===== config.mk =====
export PLATFORM = sky130hd
export DESIGN_NAME = hbap_top
export DESIGN_NICKNAME = d
export VERILOG_FILES = /design/src/core/hbap_pkg.sv /design/src/core/hbap_sync.sv /design/src/core/hbap_irq_det.sv /design/src/core/hbap_top.sv
export SDC_FILE = /design/constraint.sdc
export NUM_CORES = 1
export LEC_CHECK = 0
export ABC_AREA = 1
export BUFFER_PORTS_ARGS = -buffer_cell sky130_fd_sc_hd__buf_2
export CAP_MARGIN = 20
export CORE_ASPECT_RATIO = 1.25
export CORE_MARGIN = 2
export CORE_UTILIZATION = 25
export DETAILED_ROUTE_END_ITERATION = 8
export GPL_TIMING_DRIVEN = 1
export PLACE_DENSITY = 0.54
export RECOVER_POWER = 50
export SLEW_MARGIN = 20
export SYNTH_ARGS = -nofsm -noshare
export SYNTH_HDL_FRONTEND = slang
export SYNTH_SLANG_ARGS = --single-unit

===== constraint.sdc =====
create_clock -name core_clk -period 2.93 [get_ports core_clk]
set_input_delay 0.586 -clock core_clk [delete_from_list [all_inputs] [get_ports core_clk]]
set_output_delay 0.586 -clock core_clk [all_outputs]
set_load 0.03 [all_outputs]

===== src/core/hbap_pkg.sv =====
// Shared constants and types for the host bus arbitration pin block
package hbap_pkg;
  localparam int MP_LINES      = 6;    // Multiprocessor bus request lines
  localparam int ID_W          = 3;    // Width of the processor ID inputs
  localparam int IRQ_LINES     = 3;    // Interrupt request inputs
  localparam int FLAG_PINS     = 4;    // General flag pins
  localparam int TIMER_W       = 32;   // Timer count width
  localparam int SYNC_STAGES   = 2;    // Flip-flops in each pin synchroniser
  localparam int DMA_CH_A      = 7;    // Channel served by the first DMA pair
  localparam int DMA_CH_B      = 8;    // Channel served by the second DMA pair
  localparam int CLK_MHZ       = 20;   // Core clock rate
  localparam int TIMER_EXPIRED_CYCLES = 4;    // Timer expired pulse length in cycles
  localparam int TIMER_EXPIRED_CNT_W  = 3;    // Width of the pulse length counter
  localparam logic [ID_W-1:0] ID_SINGLE = 3'h0;  // ID of a single-processor system
  localparam logic [ID_W-1:0] ID_NONE   = 3'h7;  // No own line and not single
  localparam logic [TIMER_W-1:0] TIMER_RESET = 32'h0;  // Timer count after reset

  // Ownership of the external bus as seen by this processor
  typedef enum logic [1:0] {
    ST_SLAVE,
    ST_MASTER,
    ST_RELEASE,
    ST_HOST
  } hbap_state_e;
endpackage


===== src/core/hbap_sync.sv =====
// Two-stage synchroniser for asynchronous pin inputs
`timescale 1ns/1ns
module hbap_sync
  import hbap_pkg::*;
#(
  parameter int         WIDTH    = 1,
  parameter logic [0:0] RST_LVL  = 1'h1
) (
  input  wire logic             core_clk,
  input  wire logic             nrst,
  input  wire logic [WIDTH-1:0] pin_in,
  output logic      [WIDTH-1:0] sync_out
);
  logic [WIDTH-1:0] meta_reg;
  logic [WIDTH-1:0] sync_reg;

  // First stage feeds only the second stage
  always_ff @(posedge core_clk or negedge nrst) begin
    if (!nrst) begin
      meta_reg <= {WIDTH{RST_LVL}};
      sync_reg <= {WIDTH{RST_LVL}};
    end else begin
      meta_reg <= pin_in;
      sync_reg <= meta_reg;
    end
  end

  assign sync_out = sync_reg;
endmodule


===== src/core/hbap_irq_det.sv =====
// One interrupt line detector, edge or level mode
`timescale 1ns/1ns
module hbap_irq_det
  import hbap_pkg::*;
(
  input  wire logic core_clk,
  input  wire logic nrst,
  input  wire logic irq_level_n,
  input  wire logic edge_mode,
  input  wire logic irq_ack,
  output logic      irq_pending
);
  logic prev_reg;
  logic latch_reg;
  logic fall;

  assign fall = prev_reg & ~irq_level_n;

  // Previous level for falling edge detection
  always_ff @(posedge core_clk or negedge nrst) begin
    if (!nrst) begin
      prev_reg <= 1'h1;
    end else begin
      prev_reg <= irq_level_n;
    end
  end

  // Edge latch, a new edge wins over the acknowledge
  always_ff @(posedge core_clk or negedge nrst) begin
    if (!nrst) begin
      latch_reg <= 1'h0;
    end else if (fall) begin
      latch_reg <= 1'h1;
    end else if (irq_ack) begin
      latch_reg <= 1'h0;
    end
  end

  // Level mode follows the pin, edge mode the latch
  assign irq_pending = edge_mode ? latch_reg : ~irq_level_n;
endmodule


===== src/core/hbap_top.sv =====
// Bus ownership, host access and small pin functions of the processor
// Operation
// - Bus suspend low floats address, data, select and strobe outputs.
// - External access during suspend stalls until suspend is released.
// - Each interrupt input selectable as edge-triggered or level-sensitive.
// - Flag pins individually input or output; inputs testable, outputs driven.
// - Timer reaching zero while enabled pulses timer expired four cycles.
// - On host request the master floats its bus, then asserts grant.
// - Host request outranks every multiprocessor bus request.
// - Host grant stays low until the host releases its request.
// - Only the bus master drives host grant; others monitor it.
// - Host ready driven low to insert wait states on host accesses.
// - Host ready open drain by default, push-pull when configured.
// - Host ready driven only while chip select and host request asserted.
// - First DMA pin pair serves channel seven, second serves eight.
// - Drive only own request line, monitor all others for mastership.
// - ID value picks own request line; zero means single processor.
// - Arbitration select high gives rotating priority, low gives fixed.
`timescale 1ns/1ns
module hbap_top
  import hbap_pkg::*;
#(
  parameter int N_MP   = MP_LINES,
  parameter int N_IRQ  = IRQ_LINES,
  parameter int N_FLAG = FLAG_PINS,
  parameter int TW     = TIMER_W
) (
  input  wire logic              core_clk,
  input  wire logic              nrst,
  input  wire logic              bus_suspend_n,
  input  wire logic              host_req_n,
  input  wire logic              host_cs_n,
  input  wire logic              host_grant_n_in,
  output logic                   host_grant_n_out,
  output logic                   host_grant_n_oe,
  output logic                   host_grant_seen,
  input  wire logic [N_MP-1:0]   mp_bus_request_n_in,
  output logic      [N_MP-1:0]   mp_bus_request_n_out,
  output logic      [N_MP-1:0]   mp_bus_request_n_oe,
  input  wire logic [ID_W-1:0]   proc_id,
  input  wire logic              rotating_priority_sel,
  input  wire logic              core_ext_req,
  input  wire logic              core_ext_busy,
  output logic                   core_ext_go,
  output logic                   core_ext_stall,
  output logic                   bus_oe,
  output logic                   bus_master,
  output logic      [ID_W-1:0]   master_id,
  input  wire logic              host_access_wait,
  input  wire logic              ready_active_drive,
  output logic                   host_ready_out,
  output logic                   host_ready_oe,
  input  wire logic [N_IRQ-1:0]  irq_n,
  input  wire logic [N_IRQ-1:0]  irq_edge_mode,
  input  wire logic [N_IRQ-1:0]  irq_ack,
  output logic      [N_IRQ-1:0]  irq_pending,
  input  wire logic [N_FLAG-1:0] flag_in,
  input  wire logic [N_FLAG-1:0] flag_dir_out,
  input  wire logic [N_FLAG-1:0] flag_out_value,
  output logic      [N_FLAG-1:0] flag_out,
  output logic      [N_FLAG-1:0] flag_oe,
  output logic      [N_FLAG-1:0] flag_cond,
  input  wire logic              timer_enable,
  input  wire logic              timer_load,
  input  wire logic [TW-1:0]     timer_period,
  output logic      [TW-1:0]     timer_count,
  output logic                   timer_expired,
  input  wire logic              ext_dma_req_a_n,
  input  wire logic              ext_dma_req_b_n,
  input  wire logic              dma_ch_a_grant,
  input  wire logic              dma_ch_b_grant,
  output logic                   dma_ch_a_request,
  output logic                   dma_ch_b_request,
  output logic                   ext_dma_gnt_a_n,
  output logic                   ext_dma_gnt_b_n,
  output logic                   ext_dma_gnt_oe
);
  localparam int SYNC_W = 7 + N_MP + ID_W + N_IRQ + N_FLAG;

  logic [SYNC_W-1:0]  sync_raw;
  logic               suspend_s, host_req_s_n, host_cs_s_n, grant_s_n;
  logic               rot_s, dma_a_s_n, dma_b_s_n;
  logic [N_MP-1:0]    br_s_n;
  logic [ID_W-1:0]    id_s;
  logic [N_IRQ-1:0]   irq_s_n;
  logic [N_FLAG-1:0]  flag_s;
  logic [ID_W-1:0]    id_reg;
  logic [1:0]         id_cnt_reg;
  logic               single;
  logic               own_valid;
  logic               own_req;
  logic [N_MP-1:0]    req_vec;
  logic [ID_W-1:0]    master_reg, master_next;
  logic [ID_W-1:0]    last_reg;
  logic [ID_W-1:0]    winner;
  logic               have_bus;
  logic               host_wants;
  hbap_state_e        state_reg, state_next;
  logic               bus_oe_reg;
  logic               ready_reg, ready_oe_reg;
  logic [TW-1:0]      count_reg;
  logic [TIMER_EXPIRED_CNT_W-1:0] pulse_reg;
  logic               gnt_a_reg, gnt_b_reg;

  // Every asynchronous pin passes two flip-flops first
  hbap_sync #(.WIDTH(SYNC_W), .RST_LVL(1'h1)) u_sync (
    .core_clk (core_clk),
    .nrst     (nrst),
    .pin_in   ({bus_suspend_n, host_req_n, host_cs_n, host_grant_n_in,
                rotating_priority_sel, ext_dma_req_a_n, ext_dma_req_b_n,
                mp_bus_request_n_in, proc_id, irq_n, flag_in}),
    .sync_out (sync_raw)
  );
  assign {suspend_s, host_req_s_n, host_cs_s_n, grant_s_n, rot_s, dma_a_s_n,
          dma_b_s_n, br_s_n, id_s, irq_s_n, flag_s} = sync_raw;

  // Processor ID followed until the synchroniser holds the pin value
  always_ff @(posedge core_clk or negedge nrst) begin
    if (!nrst) begin
      id_reg     <= ID_NONE;
      id_cnt_reg <= 2'h0;
    end else if (id_cnt_reg != 2'(SYNC_STAGES + 1)) begin
      id_reg     <= id_s;
      id_cnt_reg <= id_cnt_reg + 2'h1;
    end
  end

  // ID decode: zero single, one to N_MP own line
  assign single    = (id_reg == ID_SINGLE);
  assign own_valid = !single && (int'(id_reg) <= N_MP);

  // Fixed or rotating winner among asserted request lines
  function automatic logic [ID_W-1:0] pick(input logic [N_MP-1:0] req,
                                           input logic rot,
                                           input logic [ID_W-1:0] last);
    int idx;
    logic [ID_W-1:0] res;
    res = ID_SINGLE;
    for (int i = N_MP - 1; i >= 0; i--) begin
      idx = rot ? ((int'(last) + i) % N_MP) : i;
      if (req[idx]) begin
        res = ID_W'(idx + 1);
      end
    end
    return res;
  endfunction

  // Own line taken from internal request, others from the pins
  always_comb begin
    req_vec = ~br_s_n;
    for (int i = 0; i < N_MP; i++) begin
      if (own_valid && (int'(id_reg) == i + 1)) begin
        req_vec[i] = own_req;
      end
    end
  end

  assign own_req    = core_ext_req | core_ext_busy | (master_reg == id_reg);
  assign winner     = pick(req_vec, rot_s, last_reg);
  assign host_wants = ~host_req_s_n;

  // Mastership frozen while the host holds or asks for the bus
  always_comb begin
    master_next = master_reg;
    if (host_wants || state_reg == ST_RELEASE || state_reg == ST_HOST) begin
      master_next = master_reg;
    end else if (master_reg == ID_SINGLE || !req_vec[master_reg - 3'h1]) begin
      master_next = winner;
    end
  end

  // Current and last master for rotating priority
  always_ff @(posedge core_clk or negedge nrst) begin
    if (!nrst) begin
      master_reg <= ID_SINGLE;
      last_reg   <= ID_SINGLE;
    end else begin
      master_reg <= master_next;
      if (master_next != ID_SINGLE && master_next != master_reg) begin
        last_reg <= master_next;
      end
    end
  end

  assign have_bus = single || (own_valid && master_reg == id_reg);

  // Ownership sequence of this processor
  always_comb begin
    state_next = state_reg;
    unique case (state_reg)
      ST_SLAVE: begin
        if (have_bus) begin
          state_next = ST_MASTER;
        end
      end
      ST_MASTER: begin
        if (!have_bus) begin
          state_next = ST_SLAVE;
        end else if (host_wants && !core_ext_busy) begin
          state_next = ST_RELEASE;
        end
      end
      ST_RELEASE: begin
        state_next = host_wants ? ST_HOST : ST_MASTER;
      end
      ST_HOST: begin
        if (!host_wants) begin
          state_next = ST_MASTER;
        end
      end
    endcase
  end

  always_ff @(posedge core_clk or negedge nrst) begin
    if (!nrst) begin
      state_reg <= ST_SLAVE;
    end else begin
      state_reg <= state_next;
    end
  end

  // Bus drive enable, off while suspended or released to host
  always_ff @(posedge core_clk or negedge nrst) begin
    if (!nrst) begin
      bus_oe_reg <= 1'h0;
    end else begin
      bus_oe_reg <= (state_next == ST_MASTER) && suspend_s;
    end
  end

  assign bus_oe      = bus_oe_reg;
  assign bus_master  = have_bus;
  assign master_id   = master_reg;
  // Core access proceeds only in the master state while not suspended
  assign core_ext_go    = core_ext_req && state_reg == ST_MASTER && suspend_s;
  assign core_ext_stall = core_ext_req && !core_ext_go;

  // Host grant driven by the master only, low through the host phase
  assign host_grant_n_out = (state_reg != ST_HOST);
  assign host_grant_n_oe  = (state_reg != ST_SLAVE);
  assign host_grant_seen  = ~grant_s_n;

  // Own request line only, open elsewhere
  always_comb begin
    mp_bus_request_n_out = {N_MP{1'h1}};
    mp_bus_request_n_oe  = {N_MP{1'h0}};
    for (int i = 0; i < N_MP; i++) begin
      if (own_valid && (int'(id_reg) == i + 1)) begin
        mp_bus_request_n_out[i] = ~own_req;
        mp_bus_request_n_oe[i]  = 1'h1;
      end
    end
  end

  // Host ready, wait low during internal access, drive only when selected
  always_ff @(posedge core_clk or negedge nrst) begin
    if (!nrst) begin
      ready_reg    <= 1'h1;
      ready_oe_reg <= 1'h0;
    end else begin
      ready_reg    <= ~host_access_wait;
      ready_oe_reg <= !host_cs_s_n && !host_req_s_n &&
                      (ready_active_drive || host_access_wait);
    end
  end

  assign host_ready_out = ready_reg;
  assign host_ready_oe  = ready_oe_reg;

  // Interrupt detectors, one per line
  for (genvar g = 0; g < N_IRQ; g++) begin : g_irq
    hbap_irq_det u_det (
      .core_clk    (core_clk),
      .nrst        (nrst),
      .irq_level_n (irq_s_n[g]),
      .edge_mode   (irq_edge_mode[g]),
      .irq_ack     (irq_ack[g]),
      .irq_pending (irq_pending[g])
    );
  end

  // Flag pins, direction per bit
  assign flag_out  = flag_out_value;
  assign flag_oe   = flag_dir_out;
  assign flag_cond = flag_s & ~flag_dir_out;

  // Timer count, reloads the period after reaching zero
  always_ff @(posedge core_clk or negedge nrst) begin
    if (!nrst) begin
      count_reg <= TIMER_RESET;
    end else if (timer_load) begin
      count_reg <= timer_period;
    end else if (timer_enable) begin
      count_reg <= (count_reg == TIMER_RESET) ? timer_period : count_reg - TW'(1);
    end
  end

  // Expired pulse, four cycles from the decrement to zero
  always_ff @(posedge core_clk or negedge nrst) begin
    if (!nrst) begin
      pulse_reg <= 3'h0;
    end else if (timer_enable && !timer_load && count_reg == TW'(1)) begin
      pulse_reg <= TIMER_EXPIRED_CNT_W'(TIMER_EXPIRED_CYCLES);
    end else if (pulse_reg != 3'h0) begin
      pulse_reg <= pulse_reg - 3'h1;
    end
  end

  assign timer_count   = count_reg;
  assign timer_expired = (pulse_reg != 3'h0);

  // External DMA pairs: first to channel A, second to channel B
  always_ff @(posedge core_clk or negedge nrst) begin
    if (!nrst) begin
      gnt_a_reg <= 1'h1;
      gnt_b_reg <= 1'h1;
    end else begin
      gnt_a_reg <= ~dma_ch_a_grant;
      gnt_b_reg <= ~dma_ch_b_grant;
    end
  end

  assign dma_ch_a_request = ~dma_a_s_n;
  assign dma_ch_b_request = ~dma_b_s_n;
  assign ext_dma_gnt_a_n  = gnt_a_reg;
  assign ext_dma_gnt_b_n  = gnt_b_reg;
  assign ext_dma_gnt_oe   = bus_oe_reg;
endmodule


==> results of run 1 <==
-- power by group --
group | internal [mW] | leakage, nW | switching (mW)
Combinational | 1.87 | 2.74 | 2.71
Sequential | 1.64 | 1.17 | 0.196
Clock | 0.638 | 0.148 | 0.584
Total | 4.14 | 4.05 | 3.49
-- area by class of cell --
cell class / instances / area share [%]
clock buffer: 11 / 2.98
clock inverter: 5 / 0.516
inverter: 110 / 4.92
multi-input combinational: 543 / 40.7
sequential: 105 / 31.8
tap: 335 / 4.93
timing repair buffer: 207 / 14.1
-- placed cells by master, fill, tap and decap left out, drive strengths merged, types with 5 or more instances in the layout --
master  netlist  final
ha           27     27
inv         106    110
o211ai       19     19
nand2       182    182
dfrtp        50     50
nand4         8      8
buf          15    203
dfstp        55     55
clkinv        4      5
clkbuf       14     15
o22ai         6      6
o21ai        66     66
nand3        74     74
a21oi        19     19
nor2         76     76
xor2         21     21
nor3         14     14
-- routing by layer --
layer,global-route usage (%),wire length (microns)
met1,15.0,7230
met4,4.65,315
met3,3.96,1090
met2,24.7,9380
met5,0,34
-- timing repair --
item	CTS	global route
cloned	0	0
pin swaps	39	29
resized for setup	47	18
endpoints found under the setup margin	4	7
setup buffers	14	1
-- logic make-up (layout without fill, tap and decap cells) --
logic type                 after synthesis  in the layout
muxes                                    1              1
buffers and inverters                  139            333
DFF                                    105            105
AOI/OAI and AO/OA                      124            124
and+or+nand+nor                        366            366
adders and majority gates               27             27
xor gates and xnor gates                25             25
-- critical path, stage by stage, from the launching register on --
cell and delay (ps):
dfrtp_2 500, ha_4 200, inv_1 80, nand2_2 70, nand2_4 80, inv_2 50, ha_4 230, o21ai_2 150
nand3_2 80, nand2_1 90, nand2_2 60, nor2_2 140, nand2_1 70, nand3b_1 100, nand2_2 110, inv_2 70
nand2_1 80, nand2_1 70, inv_1 40, nand2_2 80, nand2_2 70, nand3_2 80, nand3_4 100, o21ai_4 180
nand2_1 70, nand2_1 50
-- how the worst max path moves through the flow --
stage | end | slack, ps | cells after the start
global placement | last_reg[2] | -120 | 24
floorplan | last_reg[2] | 10 | 25
CTS | last_reg[1] | -70 | 28
global route | last_reg[0] | -270 | 28
detailed placement | last_reg[1] | -170 | 25
finish | last_reg[0] | -40 | 25
-- metrics by stage --
step                      hold WS (ps)  utilization (%)  setup slack, ps  cells
after floorplan                    290                -             13.5    787
after CTS                          273             33.3            -67.5   1315
after global routing               292             33.6             -270   1316
after global placement             346             30.8             -118   1285
final                              318             33.6            -44.1   1316
after detailed placement           347             30.8             -166   1285
==> impl_metrics.yaml, run 1 <==
run_status:
  status: "finished with violations"
  violations: "negative setup slack"
logic_synthesis:
  postSynthAreaPerCell_sq_um: 8.17
  muxShareOfSynthArea_pct: 0.175
  async_flop_share_pct: 100
  yosysTopAreaCell: "dfstp_2"
  synth_seq_area_share_pct: 41.9
  synthTopCellsByArea: "dfstp_2, dfrtp_1, nand2_1"
  synth_warnings: 0
  synth.most_common_cell: "nand2_1"
  synth-compound-area-share_pct: 11.9
  synth.distinct_cells: 48
  synth_adder_area_share_pct: 5.25
  synth_xor_area_share_pct: 3.41
  synth_edf_count: 0
  synthCells: 787
  synth_common_cells: "nand2_1, inv_1, nor2_1"
  syn_area_sq_mm: 0.00643
  yosysTopAreaCellShare_pct: 22.5
  synth-simple-area-share_pct: 28.4
  synth_top_family_by_area: "simple AND/OR/NAND/NOR gates"
  ys.flop_type: "dfstp_2"
  synth-seq-cells: 105
  synth_nets: 893
finish:
  largest_reg_flops: 32
  fin_nets: 1082
  regArea_sq_mm: 0.00270
  area_delta_synth_final_pct: 32.1
  multi_input_area_sq_mm: 0.00346
  diodes: 0
  stdcell_area_sq_mm: 0.00849
  num-fill-cells: 2664
  drive_gt1_share_pct: 42.3
timing:
  final.setup.tns_ps: -123
  fin_crit_ps: 2970
  fin_ws_ps: -44.1
  grt_setup_unrepaired: "true"
  finalSetupViolCount: 3
  final_hold_viol_count: 0
  tightest_slew_ps: 1290
  fin_skew_ps: 11.2
  fmaxAchievable_mhz: 336
  min_period_over_period_pct: 102
  finalMaxSlewViolations: 0
  timing.slew.headroom_pct: 13.8
die:
  initial_core_util_pct: 25.4
  die_height_microns: 183
  core.rowCount: 65
  io_pins: 156
  die_area_sq_mm: 0.0270
  core_area_sq_mm: 0.0253
  dieWidth_microns: 147
drt:
  drc: 0
  drt_pass1_iterations: 4
  ant_nets: 0
  wl_per_cell_microns: 13.7
  wl_microns: 18100
  vias: 5782
  drtIter0Drc: 236
  viasPerCell: 4.39
grt:
  grt_max_degree: 54
  grt_pass1_wl_microns: 29100
  antenna_found_initial: 3
  track_usage_pct: 13.6
  gr-total-overflow: 0
  grt_pass1_vias: 5801
worst_hold_path:
  hold_end: "u_sync.meta_reg[9]"
  min_from: "proc_id[2]"
  hold_class: "primary input to flop"
  holdPathStages: 1
pwr:
  leakagePower_nw: 4.05
  vdd_drop_max_uv: 284
  power.total_mw: 7.63
  cellPowerDensity_mw_per_mm2: 899
clocking:
  clk_pin_slew_ps: 80
  cts_hold_buf: 0
  clock-root-buffer: "clkbuf_16"
  cts_made_buffers: 9
  clk_latency_ps: 360
  cts_tree: "done"
  clkSinkCount: 105
  htreeDepth: 3
  clockBufferDepth: 2
setup_path:
  r2r_end: "last_reg[0]"
  critPathCaptureType: "flop"
  crit_path_start_kind: "flop"
  worstPathArrival_ps: 3270
  rr_worst_depth: 25
  critPathRequiredTime_ps: 3230
  reg2reg_slack_ps: -40
  critical_path.startpoint: "last_reg[1]"
  rr_startpoint: "last_reg[1]"
  critPathKind: "flop to flop"
  cp_max_fo: 6
placement:
  hpwl_microns: 13800
  placed_cell_area_sq_mm: 0.00780
  gp_congestion: 0.883
  io_buffers: 147
job:
  cap_violations: 0
(Power assumes the default switching activity.)
==> run 2, diff against run 1 <==
--- a/config.mk
+++ b/config.mk
@@ -12,7 +12,7 @@
 export CORE_MARGIN = 2
 export CORE_UTILIZATION = 25
 export DETAILED_ROUTE_END_ITERATION = 8
-export GPL_TIMING_DRIVEN = 1
+export GPL_TIMING_DRIVEN = 0
 export PLACE_DENSITY = 0.54
 export RECOVER_POWER = 50
 export SLEW_MARGIN = 20
==> impl_metrics.yaml, run 2 (synthesis gave the netlist of run 1 again) <==
finish:
  multi_input_area_sq_mm: 0.00342
  drive_gt1_share_pct: 41.0
  diodes: 0
  fin_nets: 1085
  largest_reg_flops: 32
  num-fill-cells: 2703
  final_common_cell: "buf_2"
  fin_cells: 1319
  final_cell_mix: "buf_2, nand2_1, inv_1, nor2_1, nand3_1"
  fin_util_pct: 33.3
  area_delta_synth_final_pct: 30.8
  stdcell_area_sq_mm: 0.00841
  regArea_sq_mm: 0.00270
timing:
  fmaxAchievable_mhz: 327
  finalMaxSlewViolations: 68
  grt_setup_unrepaired: "true"
  min_period_over_period_pct: 104
  finalSetupViolCount: 3
  timing.slew.headroom_pct: -15.1
  tightest_slew_ps: 1730
  fin_ws_ps: -125
  fin_skew_ps: 12.5
  final_hold_viol_count: 0
  fin_crit_ps: 3060
drt:
  wl_microns: 18500
  viasPerCell: 4.44
  drt_pass1_iterations: 6
  drtIter0Drc: 233
  drc: 0
  wl_per_cell_microns: 14.0
  vias: 5851
  ant_nets: 0
clocking:
  clock-root-buffer: "clkbuf_16"
  cts_hold_buf: 0
  cts_tree: "done"
  clockBufferDepth: 2
  clk_latency_ps: 360
  clkSinkCount: 105
  clk_pin_slew_ps: 70
  cts_made_buffers: 9
  htreeDepth: 3
setup_path:
  critPathKind: "flop to flop"
  worst_path_dominant_cell_family: "simple AND/OR/NAND/NOR gates"
  cp.buffers_inverters: 3
  reg2reg_slack_ps: -130
  path_cells: "buf_6 > ha_4 > a21oi_4 > inv_2 > ha_4 > nor2_2 > nand2_1 > nand2_2 > nand2_2 > nand2_2 > nand3_4 > ha_4 > nand3_1 > nand2_1 > clkinv_1 > nand3_1 > nand2_1 > nand2_2 > nand2_2 > nand3_2 > nand3_4 > o21ai_4 > nand2_1 > nand2_1"
  slowest_stage: "dfrtp_2"
  cp_max_fo: 5
  critPathCaptureType: "flop"
  crit_path_start_kind: "flop"
  critPathRequiredTime_ps: 3220
  r2r_end: "last_reg[2]"
  rr_worst_depth: 24
  rr_startpoint: "last_reg[2]"
  max_stage_delay_ps: 460
  worstPathArrival_ps: 3340
placement:
  hpwl_microns: 14100
  placed_cell_area_sq_mm: 0.00764
  io_buffers: 151
  place_ws_ps: -490
  gp_congestion: 0.881
  placed_cells: 1274
pwr:
  vdd_drop_max_uv: 284
  clock_power_share_pct: 17.2
  cellPowerDensity_mw_per_mm2: 858
  p_int_mw: 3.87
  leakagePower_nw: 4.03
  power_frac_seq_pct: 25.4
  power_switching_mw: 3.35
  netSwitchingFraction_pct: 46.4
  combPwrFrac_pct: 57.4
  power.total_mw: 7.22
die:
  core_area_sq_mm: 0.0253
  io_pins: 156
  core.rowCount: 65
  dieWidth_microns: 147
  die_area_sq_mm: 0.0270
  die_height_microns: 183
  initial_core_util_pct: 25.4
worst_hold_path:
  hold_end: "u_sync.meta_reg[21]"
  hold_class: "primary input to flop"
  holdPathStages: 1
  min_from: "host_req_n"
run_status:
  status: "finished with violations"
  violations: "max-capacitance violations, max-slew violations, negative setup slack"
grt:
  antenna_found_initial: 2
  grt_pass1_vias: 5874
  gr-total-overflow: 0
  grt_pass1_wl_microns: 29600
  grt_max_degree: 68
  track_usage_pct: 13.8
job:
  cap_violations: 1
## run 2: cell count changes in the layout (fill, tap and decap cells not counted), moves of 4 or more
cell	before	now
buf_4	56	39
clkbuf_1	2	13
buf_2	144	149
nor2_2	7	12
clkbuf_2	2	6
o21ai_1	11	15
## run 2: per-layer routing
layer | part of all wire (%) | GRT usage, % | vias up | wire length, microns
met5 | 0.15 | 0 | - | 27
met4 | 2.1 | 4.69 | 4 | 397
met3 | 4.9 | 3.61 | 28 | 909
met2 | 51 | 25.0 | 121 | 9490
met1 | 41 | 15.8 | 2766 | 7670
li1 | - | - | 2932 | -
## run 2: timing repair
action | 4_1_cts | 5_1_grt
pin swaps | 22 | 27
setup endpoints to repair | 6 | 27
hold endpoints to repair | 0 | 0
setup buffers | 19 | 10
gates resized for setup | 32 | 40
## run 2: worst reg2reg max path, cell delays in order (launching register included)
cell and delay (ps):
dfrtp_2 460, buf_6 140, ha_4 160, a21oi_4 150, inv_2 80, ha_4 230
nor2_2 60, nand2_1 60, nand2_2 70, nand2_2 60, nand2_2 70, nand3_4 120
ha_4 310, nand3_1 80, nand2_1 70, clkinv_1 60, nand3_1 90, nand2_1 70
nand2_2 90, nand2_2 70, nand3_2 80, nand3_4 100, o21ai_4 170, nand2_1 70
nand2_1 60
## run 2: power groups by stage
stage	sequential (mW)	clock [mW]	combinational [mW]
5_1_grt	1.86	1.36	4.63
3_5_place_dp	1.87	0	3.40
4_1_cts	1.83	1.31	3.88
2_1_floorplan	1.98	0	2.49
3_3_place_gp	1.86	0	3.36
6_report	1.84	1.24	4.14
## run 2: worst max path at each step
stage | cells past startpoint | end | start | slack [ps]
floorplan | 25 | last_reg[2] | last_reg[2] | 10
global placement | 26 | last_reg[2] | last_reg[0] | -450
detailed placement | 24 | last_reg[2] | last_reg[0] | -490
CTS | 27 | last_reg[2] | last_reg[1] | -170
global route | 29 | last_reg[2] | last_reg[1] | -360
finish | 24 | last_reg[2] | last_reg[2] | -130
## run 2: metrics by stage
stage / hold slack, ps / TNS [ps]
after CTS: 239 / -474
after floorplan: 290 / 0
after global placement: 345 / -3220
final: 322 / -345
after detailed placement: 347 / -1760
after global routing: 296 / -1710
## run 2: final cells by class
class	instances	share of cell area, %
flip-flops and latches	105	32.1
clock inverters	7	0.892
inverters	110	5.04
clock buffers	9	2.68
plain buffers	29	2.01
multi-input cells	543	40.6
well taps	335	4.98
repair buffers	181	11.7
